[config.mk]
export PLATFORM = sky130hd
export DESIGN_NAME = tmr_regs
export DESIGN_NICKNAME = d
export VERILOG_FILES = /design/src/inc/tmr_pkg.sv /design/src/verilog/tmr_regs.sv
export SDC_FILE = /design/constraint.sdc
export NUM_CORES = 1
export LEC_CHECK = 0
export BUFFER_PORTS_ARGS = -buffer_cell sky130_fd_sc_hd__buf_2
export CORE_ASPECT_RATIO = 0.5
export CORE_MARGIN = 2
export CORE_UTILIZATION = 56
export CTS_CLUSTER_SIZE = 12
export DETAILED_ROUTE_END_ITERATION = 8
export HOLD_SLACK_MARGIN = 0.06
export PLACE_DENSITY_LB_ADDON = 0.2
export SYNTH_ARGS = -nofsm -noshare
export SYNTH_HDL_FRONTEND = slang
export SYNTH_SLANG_ARGS = --single-unit
export TNS_END_PERCENT = 30
[constraint.sdc]
create_clock -name ref_clk -period 6.1 [get_ports ref_clk]
set_input_delay 0.915 -clock ref_clk [delete_from_list [all_inputs] [get_ports ref_clk]]
set_output_delay 0.915 -clock ref_clk [all_outputs]
set_load 0.1 [all_outputs]
[src/inc/tmr_pkg.sv]
// shared constants and types for the temperature result and status registers
package tmr_pkg;

  // channel count: internal diode on 0, external diodes 1 to 7
  localparam int NUM_CH = 8;

  // avalon byte address width and position of the word index
  localparam int ADDR_W  = 10;
  localparam int IDX_LSB = 2;

  // register indexes; byte address is four times the index
  localparam logic [7:0] IDX_STATUS     = 8'h02;
  localparam logic [7:0] IDX_CONFIG     = 8'h03;
  localparam logic [7:0] IDX_RATE       = 8'h04;
  localparam logic [7:0] IDX_CONFIG_ALT = 8'h09;
  localparam logic [7:0] IDX_RATE_ALT   = 8'h0A;
  localparam logic [7:0] IDX_INT  [NUM_CH] = '{8'h00, 8'h01, 8'h23, 8'h2A, 8'h41, 8'h43, 8'h45, 8'h47};
  localparam logic [7:0] IDX_FRAC [NUM_CH] = '{8'h29, 8'h10, 8'h24, 8'h2B, 8'h42, 8'h44, 8'h46, 8'h48};

  // status bit positions
  localparam int ST_BUSY  = 7;
  localparam int ST_HOT   = 6;
  localparam int ST_HIGH  = 4;
  localparam int ST_LOW   = 3;
  localparam int ST_FAULT = 2;
  localparam int ST_CRIT  = 1;
  localparam int ST_HARDWARE_SHUTDOWN_FLAG  = 0;

  // configuration bit positions, writable bits and reset
  localparam int         CFG_MASK    = 7;
  localparam int         CFG_COMP    = 5;
  localparam int         CFG_DAVG    = 1;
  localparam logic [7:0] CFG_WMASK   = 8'hA2;
  localparam logic [7:0] CFG_RESET   = 8'h00;

  // conversion rate codes and reset
  localparam logic [2:0] RATE_RESET = 3'h6;
  localparam logic [2:0] RATE_1     = 3'h4;
  localparam logic [2:0] RATE_2     = 3'h5;
  localparam logic [2:0] RATE_4     = 3'h6;
  localparam logic [2:0] RATE_CONT  = 3'h7;
  localparam logic [4:0] RATE_PAD   = 5'h00;

  // result byte values
  localparam logic [7:0]  FAULT_INT  = 8'h80;
  localparam logic [7:0]  FAULT_FRAC = 8'h00;
  localparam logic [7:0]  FRAC_RESET = 8'h00;
  localparam logic [4:0]  FRAC_PAD   = 5'h00;
  localparam logic [7:0]  RD_NONE    = 8'h00;
  localparam logic [23:0] RD_PAD     = 24'h00_0000;

  // timing: one second window, conversions per second
  localparam int unsigned CLK_HZ        = 32'h02FA_F080;
  localparam int unsigned CONV_WINDOW_S = 32'h0000_0001;
  localparam int unsigned HZ_1          = 32'h0000_0001;
  localparam int unsigned HZ_2          = 32'h0000_0002;
  localparam int unsigned HZ_4          = 32'h0000_0004;
  localparam int unsigned HZ_C4         = 32'h0000_000C;
  localparam int unsigned HZ_C5         = 32'h0000_000B;
  localparam int unsigned HZ_C6         = 32'h0000_000A;
  localparam int unsigned HZ_C7         = 32'h0000_0009;
  localparam logic [2:0]  EXT_5         = 3'h5;
  localparam logic [2:0]  EXT_6         = 3'h6;
  localparam logic [2:0]  EXT_7         = 3'h7;

  // averaging factor codes
  localparam logic [2:0] AVG_LOW = 3'h0;
  localparam logic [2:0] AVG_X1  = 3'h1;
  localparam logic [2:0] AVG_X2  = 3'h2;
  localparam logic [2:0] AVG_X4  = 3'h3;
  localparam logic [2:0] AVG_X8  = 3'h4;

  typedef struct packed {
    logic [7:0] whole;
    logic [2:0] frac;
  } tmr_temp_t;

  typedef struct packed {
    logic high;
    logic low;
    logic crit;
  } tmr_hit_t;

  typedef struct packed {
    logic high;
    logic low;
    logic fault;
    logic crit;
  } tmr_clr_t;

  typedef enum logic [1:0] {
    BUS_IDLE = 2'b01,
    BUS_DONE = 2'b10
  } tmr_bus_t;

endpackage

[src/verilog/tmr_regs.sv]
// temperature result, status, configuration and rate registers behind an avalon-mm slave
//
// Chosen here: register access over Avalon-MM.
`timescale 1ns/100ps
module tmr_regs
  import tmr_pkg::*;
#(
  parameter int unsigned SEC_CYCLES = CLK_HZ * CONV_WINDOW_S
)
(
  // clock and reset
  input  wire logic                     ref_clk,
  input  wire logic                     reset_n,
  // avalon-mm slave
  input  wire logic [ADDR_W-1:0]        avs_address,
  input  wire logic                     avs_read,
  input  wire logic                     avs_write,
  input  wire logic [31:0]              avs_writedata,
  input  wire logic [3:0]               avs_byteenable,
  output logic      [31:0]              avs_readdata,
  output logic                          avs_waitrequest,
  // converter side
  input  wire tmr_temp_t [NUM_CH-1:0]   chanResult,
  input  wire logic [NUM_CH-1:0]        chanFault,
  input  wire logic                     convBusy,
  input  wire logic [2:0]               enabledExtCount,
  // limit comparison side
  input  wire tmr_hit_t                 limitHit,
  input  wire tmr_clr_t                 limitClear,
  input  wire logic                     hottestChanged,
  input  wire logic                     hottestReportEnable,
  input  wire logic                     shutdownActive,
  // outputs
  output logic                          alertN,
  output logic                          shutdownOutput,
  output logic                          hysteresisEnable,
  output logic                          convStart,
  output logic [2:0]                    avgCode
);

  localparam int CNT_W = $clog2(SEC_CYCLES + 1);
  localparam int unsigned LAST_1  = SEC_CYCLES / HZ_1 - 1;
  localparam int unsigned LAST_2  = SEC_CYCLES / HZ_2 - 1;
  localparam int unsigned LAST_4  = SEC_CYCLES / HZ_4 - 1;
  localparam int unsigned LAST_C4 = SEC_CYCLES / HZ_C4 - 1;
  localparam int unsigned LAST_C5 = SEC_CYCLES / HZ_C5 - 1;
  localparam int unsigned LAST_C6 = SEC_CYCLES / HZ_C6 - 1;
  localparam int unsigned LAST_C7 = SEC_CYCLES / HZ_C7 - 1;

  tmr_bus_t          busState;
  logic [7:0]        regIdx;
  logic              busReq;
  logic              sample;
  logic              accept;
  logic              statusClr;
  logic              cfgHit;
  logic              rateHit;
  logic              wrLow;
  logic [7:0]        readByte;
  logic [7:0]        statusByte;
  logic [7:0]        deviceConfig;
  logic [2:0]        rateCode;
  logic              hotFlag;
  logic              highFlag;
  logic              lowFlag;
  logic              faultFlag;
  logic              critFlag;
  logic              hwsdFlag;
  logic [NUM_CH-1:0] intHit;
  logic [NUM_CH-1:0] fracHit;
  logic [7:0]        intByte [NUM_CH];
  logic [7:0]        fracByte [NUM_CH];
  logic [7:0]        shadow [NUM_CH];
  logic [CNT_W-1:0]  convCnt;
  logic [CNT_W-1:0]  lastCount;
  logic [CNT_W-1:0]  contLast;
  logic [2:0]        avgDyn;
  logic [2:0]        avgFix;
  logic [2:0]        next_avgCode;
  logic              alertCond;

  // bus decode: answer formed on the first edge, effects on the second
  assign regIdx    = avs_address[ADDR_W-1:IDX_LSB];
  assign busReq    = avs_read | avs_write;
  assign sample    = busReq & (busState == BUS_IDLE);
  assign accept    = busReq & (busState == BUS_DONE);
  assign cfgHit    = (regIdx == IDX_CONFIG) | (regIdx == IDX_CONFIG_ALT);
  assign rateHit   = (regIdx == IDX_RATE) | (regIdx == IDX_RATE_ALT);
  assign wrLow     = avs_write & avs_byteenable[0] & accept;
  assign statusClr = avs_read & accept & (regIdx == IDX_STATUS);

  // per channel result bytes and low byte shadow
  generate
    for (genvar ch = 0; ch < NUM_CH; ch++)
    begin : g_chan
      assign intHit[ch]  = (regIdx == IDX_INT[ch]);
      assign fracHit[ch] = (regIdx == IDX_FRAC[ch]);
      // two's complement integer passes as is, fraction left justified
      assign intByte[ch]  = chanFault[ch] ? FAULT_INT : chanResult[ch].whole;
      assign fracByte[ch] = chanFault[ch] ? FAULT_FRAC
                                          : {chanResult[ch].frac, FRAC_PAD};

      // captured on the same edge that latches the integer byte for the bus
      always_ff @(posedge ref_clk or negedge reset_n)
      begin
        if (!reset_n)
          shadow[ch] <= FRAC_RESET;
        else if (sample && avs_read && intHit[ch])
          shadow[ch] <= fracByte[ch];
      end
    end
  endgenerate

  // status byte as software sees it
  always_comb
  begin
    statusByte           = RD_NONE;
    statusByte[ST_BUSY]  = convBusy;
    statusByte[ST_HOT]   = hotFlag;
    statusByte[ST_HIGH]  = highFlag;
    statusByte[ST_LOW]   = lowFlag;
    statusByte[ST_FAULT] = faultFlag;
    statusByte[ST_CRIT]  = critFlag;
    statusByte[ST_HARDWARE_SHUTDOWN_FLAG]  = hwsdFlag;
  end

  // read multiplexer; unmapped indexes read zero
  always_comb
  begin
    readByte = RD_NONE;
    for (int ch = 0; ch < NUM_CH; ch++)
    begin
      if (intHit[ch])
        readByte = intByte[ch];
      if (fracHit[ch])
        readByte = shadow[ch];
    end
    if (regIdx == IDX_STATUS)
      readByte = statusByte;
    if (cfgHit)
      readByte = deviceConfig;
    if (rateHit)
      readByte = {RATE_PAD, rateCode};
  end

  // avalon handshake: one wait cycle, then waitrequest low for one cycle
  // read data is latched on the first edge, the one that drops waitrequest, the same edge that fills the shadow
  always_ff @(posedge ref_clk or negedge reset_n)
  begin
    if (!reset_n)
    begin
      busState        <= BUS_IDLE;
      avs_waitrequest <= '1;
      avs_readdata    <= '0;
    end
    else
    begin
      unique case (busState)
        BUS_IDLE:
        begin
          if (busReq)
          begin
            busState        <= BUS_DONE;
            avs_waitrequest <= '0;
            avs_readdata    <= {RD_PAD, readByte};
          end
        end
        BUS_DONE:
        begin
          busState        <= BUS_IDLE;
          avs_waitrequest <= '1;
        end
      endcase
    end
  end

  // configuration storage, shared by both addresses
  always_ff @(posedge ref_clk or negedge reset_n)
  begin
    if (!reset_n)
      deviceConfig <= CFG_RESET;
    else if (wrLow && cfgHit)
      deviceConfig <= avs_writedata[7:0] & CFG_WMASK;
  end

  // conversion rate storage, shared by both addresses
  always_ff @(posedge ref_clk or negedge reset_n)
  begin
    if (!reset_n)
      rateCode <= RATE_RESET;
    else if (wrLow && rateHit)
      rateCode <= avs_writedata[2:0];
  end

  // sticky status bits; a set in the clearing cycle wins, and a read
  // only clears what it actually returned
  always_ff @(posedge ref_clk or negedge reset_n)
  begin
    if (!reset_n)
      hotFlag <= '0;
    else
      hotFlag <= (hottestChanged & hottestReportEnable)
               | (hotFlag & ~(statusClr & avs_readdata[ST_HOT]));
  end

  // limit flags: set from the comparators, cleared by a limit status access
  always_ff @(posedge ref_clk or negedge reset_n)
  begin
    if (!reset_n)
      highFlag <= '0;
    else
      highFlag <= limitHit.high | (highFlag & ~limitClear.high);
  end

  always_ff @(posedge ref_clk or negedge reset_n)
  begin
    if (!reset_n)
      lowFlag <= '0;
    else
      lowFlag <= limitHit.low | (lowFlag & ~limitClear.low);
  end

  // the internal diode has no fault report, so only external channels count
  always_ff @(posedge ref_clk or negedge reset_n)
  begin
    if (!reset_n)
      faultFlag <= '0;
    else
      faultFlag <= (|chanFault[NUM_CH-1:1])
                 | (faultFlag & ~limitClear.fault);
  end

  always_ff @(posedge ref_clk or negedge reset_n)
  begin
    if (!reset_n)
      critFlag <= '0;
    else
      critFlag <= limitHit.crit | (critFlag & ~limitClear.crit);
  end

  // shutdown flag may only be read away once the output has let go
  always_ff @(posedge ref_clk or negedge reset_n)
  begin
    if (!reset_n)
      shutdownOutput <= '0;
    else
      shutdownOutput <= shutdownActive;
  end

  always_ff @(posedge ref_clk or negedge reset_n)
  begin
    if (!reset_n)
      hwsdFlag <= '0;
    else
      hwsdFlag <= shutdownActive
                | (hwsdFlag & ~(statusClr & avs_readdata[ST_HARDWARE_SHUTDOWN_FLAG] & ~shutdownOutput));
  end

  // alert: busy, hottest, critical and shutdown bits take no part
  assign alertCond = highFlag | lowFlag | faultFlag;

  always_ff @(posedge ref_clk or negedge reset_n)
  begin
    if (!reset_n)
      alertN <= '1;
    else
      alertN <= ~(alertCond & (deviceConfig[CFG_COMP] | ~deviceConfig[CFG_MASK]));
  end

  // limit comparators add hysteresis on high limits in comparator mode
  always_ff @(posedge ref_clk or negedge reset_n)
  begin
    if (!reset_n)
      hysteresisEnable <= '0;
    else
      hysteresisEnable <= deviceConfig[CFG_COMP];
  end

  // continuous period depends on how many external channels are enabled
  always_comb
  begin
    case (enabledExtCount)
      EXT_5:   contLast = CNT_W'(LAST_C5);
      EXT_6:   contLast = CNT_W'(LAST_C6);
      EXT_7:   contLast = CNT_W'(LAST_C7);
      default: contLast = CNT_W'(LAST_C4);
    endcase
  end

  // period and averaging per rate code; unlisted codes behave as 4 per second
  always_comb
  begin
    case (rateCode)
      RATE_1:
      begin
        lastCount = CNT_W'(LAST_1);
        avgDyn    = AVG_X8;
        avgFix    = AVG_X1;
      end
      RATE_2:
      begin
        lastCount = CNT_W'(LAST_2);
        avgDyn    = AVG_X4;
        avgFix    = AVG_X1;
      end
      RATE_CONT:
      begin
        lastCount = contLast;
        avgDyn    = AVG_X1;
        avgFix    = AVG_LOW;
      end
      default:
      begin
        lastCount = CNT_W'(LAST_4);
        avgDyn    = AVG_X2;
        avgFix    = AVG_X1;
      end
    endcase
    next_avgCode = deviceConfig[CFG_DAVG] ? avgFix : avgDyn;
  end

  // conversion pacing: one start pulse per period
  always_ff @(posedge ref_clk or negedge reset_n)
  begin
    if (!reset_n)
    begin
      convCnt   <= '0;
      convStart <= '0;
    end
    else if (convCnt >= lastCount)
    begin
      convCnt   <= '0;
      convStart <= '1;
    end
    else
    begin
      convCnt   <= convCnt + CNT_W'(1);
      convStart <= '0;
    end
  end

  always_ff @(posedge ref_clk or negedge reset_n)
  begin
    if (!reset_n)
      avgCode <= AVG_X2;
    else
      avgCode <= next_avgCode;
  end

endmodule
==> impl_metrics.json <==
{
  "route.met3.wl_um": 1590,
  "synthFlopType": "dfrtp_1",
  "wl_per_cell_um": 17.9,
  "grt_start_max_net_pins": 80,
  "p_per_area_nw_per_um2": 243,
  "setup_viol": 0,
  "final_common_cell": "buf_2",
  "ir_worst_vdd_uv": 152,
  "timing.fmax_ghz": 0.291,
  "rows": 26,
  "slew_headroom": 0.328,
  "cts_resized": 0,
  "synth_xor_area_frac": 0.0395,
  "dieHeight_um": 77.1,
  "clk_latency_ps": 350,
  "clock-sinks": 79,
  "mostFrequentLayoutCells": "buf_2, nand2_1, dfrtp_1, nor2_1, o21ai_0",
  "crit_required_ps": 6300,
  "antenna_found_initial": 0,
  "yosysWarnings": 0,
  "drt_wl_total_um": 18000,
  "portBuffers": 143,
  "final.setup.tns_ps": 0,
  "antenna_cells": 0,
  "h-tree-depth": 3,
  "slew_violations": 0,
  "die_w_um": 150,
  "worst_r2r_path_depth": 13,
  "cts-root-buf": "clkbuf_16",
  "grt_pass1_wl_um": 28200,
  "drt_iter0_markers": 592,
  "area_growth_pct": 17.0,
  "ys_ff_latch": 79,
  "postCtsSetupBuffers": 0,
  "synth_compound_area_frac": 0.203,
  "vias": 6027,
  "synth_edf_count": 0,
  "r2r_slack_ps": 2670,
  "worstSetupEndpointType": "flop",
  "period_needed_ps": 3430,
  "async_reset_ff_frac": 1.00,
  "dp_hpwl_um": 13600,
  "grt_pass1_vias": 5614,
  "highest-signal-layer": "met4",
  "fin_crit_sh": 0.563,
  "report.power.total_uw": 1700,
  "status": "complete, no violations",
  "holdPathStages": 1,
  "synth_top_family_by_area": "simple AND/OR/NAND/NOR gates",
  "firstDrtPassIters": 6,
  "cts.path.max_buffers": 2,
  "gp_congestion": 0.962,
  "hold_violations": 0,
  "leakagePower_uw": 0.00335,
  "path_class": "reg -> reg",
  "worst_hold_path_type": "reg -> reg",
  "cap_violations": 0,
  "synth-simple-area-share": 0.290,
  "grt.total_usage": 0.310,
  "ys_types": 78,
  "grt_overflow_total": 0,
  "reg2reg_to": "convStart",
  "rsz0062_at_grt": "no",
  "hp-start": "faultFlag",
  "drive_gt1_frac": 0.216,
  "cp.arrival_ps": 3630,
  "start_kind": "flop",
  "start_util": 0.581,
  "worstMarginPinSlew_ps": 1010,
  "crit_path_max_fanout": 22,
  "wl_met2_um": 8510,
  "num-fill-cells": 875,
  "drc_errors": 0,
  "syn_area_per_cell_um2": 8.19,
  "netlist_area_um2": 5990,
  "cts_tree": "built",
  "die_area_um2": 11600,
  "ios": 200,
  "routed_via_density": 6.00,
  "hold_path_end": "alertN",
  "cts_buffers": 9,
  "clk_pin_slew_worst_paths_ps": 70,
  "cts_hold_buffers": 0,
  "nets": 1046,
  "yosys-mux-area-fraction": 0.00919,
  "wl_met1_um": 7530,
  "core_um2": 10300,
  "netlist_instances": 732,
  "synth-seq-area-share": 0.331,
  "clock_skew_ps": 8.79,
  "reg2reg_from": "rateCode[2]",
  "synth-adder-area-share": 0.0564,
  "final_antenna_net_count": 0
}
cell type report:
cell class,count,area (um2),area share
well taps,140,175,0.0250
clock buffers,10,229,0.0326
flip-flops and latches,79,1980,0.283
inverters,28,105,0.0150
clock inverters,6,115,0.0164
multi-input cells,596,3670,0.524
repair buffers,145,733,0.105
routing by layer:
metal  GRT usage  vias up
met5           0        -
met4      0.0962        0
met3      0.0810       38
met2       0.512      294
met1       0.400     2836
li1            -     2859
synthesized netlist by cell type (4+ instances only):
cell type / instances / area share
nand2_1: 107 / 0.067
o41ai_1: 5 / 0.0073
nand4_1: 15 / 0.016
xor2_1: 10 / 0.015
o21ai_1: 4 / 0.0033
or2_2: 4 / 0.0042
and3_1: 6 / 0.0063
dfrtp_1: 74 / 0.31
o31a_1: 4 / 0.0058
nor4_1: 10 / 0.010
xnor2_1: 17 / 0.025
a211oi_1: 5 / 0.0063
o22ai_1: 4 / 0.0042
nor2_1: 61 / 0.038
buf_4: 25 / 0.031
nand2b_1: 17 / 0.018
nor2b_1: 21 / 0.022
a21oi_1: 35 / 0.029
o21ai_0: 48 / 0.040
a22o_1: 6 / 0.0088
ha_1: 27 / 0.056
mux2_2: 4 / 0.0075
inv_1: 27 / 0.017
and2_1: 6 / 0.0063
a221oi_1: 7 / 0.010
a21o_1: 11 / 0.014
a32oi_1: 5 / 0.0073
nor3_1: 23 / 0.019
nor3b_1: 6 / 0.0075
a211o_1: 5 / 0.0073
a22oi_1: 8 / 0.010
o21a_1: 4 / 0.0050
clkbuf_1: 14 / 0.0088
dfstp_2: 5 / 0.022
o211ai_1: 4 / 0.0050
buf_2: 11 / 0.0092
nand3_1: 24 / 0.020
power by group:
| group | internal, uW | switching [uW] | leakage, uW | total [uW] |
|---|---|---|---|---|
| Clock | 403 | 234 | 0.000164 | 638 |
| Sequential | 558 | 21.4 | 0.00102 | 579 |
| Combinational | 108 | 377 | 0.00216 | 485 |
| Total | 1070 | 633 | 0.00335 | 1700 |
critical path: stages, from the launching register on:
cell	delay [ps]
dfstp_2	610
nand2_1	110
inv_1	100
nand2_1	170
nor2_1	290
nand2_1	120
ha_1	270
nand2b_1	140
a21o_1	170
a2111oi_0	440
o21a_1	160
o211ai_1	240
buf_4	300
nand2b_1	170
stage by stage:
step	instances	instance area [um2]	worst slack [ps]	util	hold WS, ps
after global placement	988	6670	2640	0.647	418
final	1004	7010	2670	0.680	443
after detailed placement	988	6670	2600	0.647	440
after floorplan	755	6080	3080	-	391
after CTS	1004	7010	2690	0.680	447
after global routing	1004	7010	2360	0.680	474
kinds of logic (layout without fill, tap and decap cells):
family	after synthesis	after routing
AOI/OAI and AO/OA	181	181
other	1	24
DFF	79	79
adders and majority gates	27	27
xor gates and xnor gates	27	27
buffers and inverters	80	189
muxes	5	5
and+or+nand+nor	332	332
registers in the layout (all words and copies together), names as in the netlist:
name,count
lowFlag,1
deviceConfig,3
avgCode,3
hotFlag,1
critFlag,1
shadow,24
avs_readdata,8
convStart,1
faultFlag,1
alertN,1
hysteresisEnable,1
shutdownOutput,1
rateCode,3
highFlag,1
hwsdFlag,1
convCnt,26
busState,2
how the worst max path moves through the flow:
| stage | start | endpoint | slack (ps) | depth (start not counted) |
|---|---|---|---|---|
| after floorplan | enabledExtCount[0] | convCnt[10] | 3080 | 12 |
| final | rateCode[2] | convStart | 2670 | 13 |
| after detailed placement | enabledExtCount[0] | convStart | 2600 | 13 |
| after global placement | enabledExtCount[0] | convStart | 2640 | 13 |
| after CTS | rateCode[2] | convStart | 2690 | 13 |
| after global routing | rateCode[2] | convStart | 2360 | 13 |
Power figures use the tool's default switching activity.
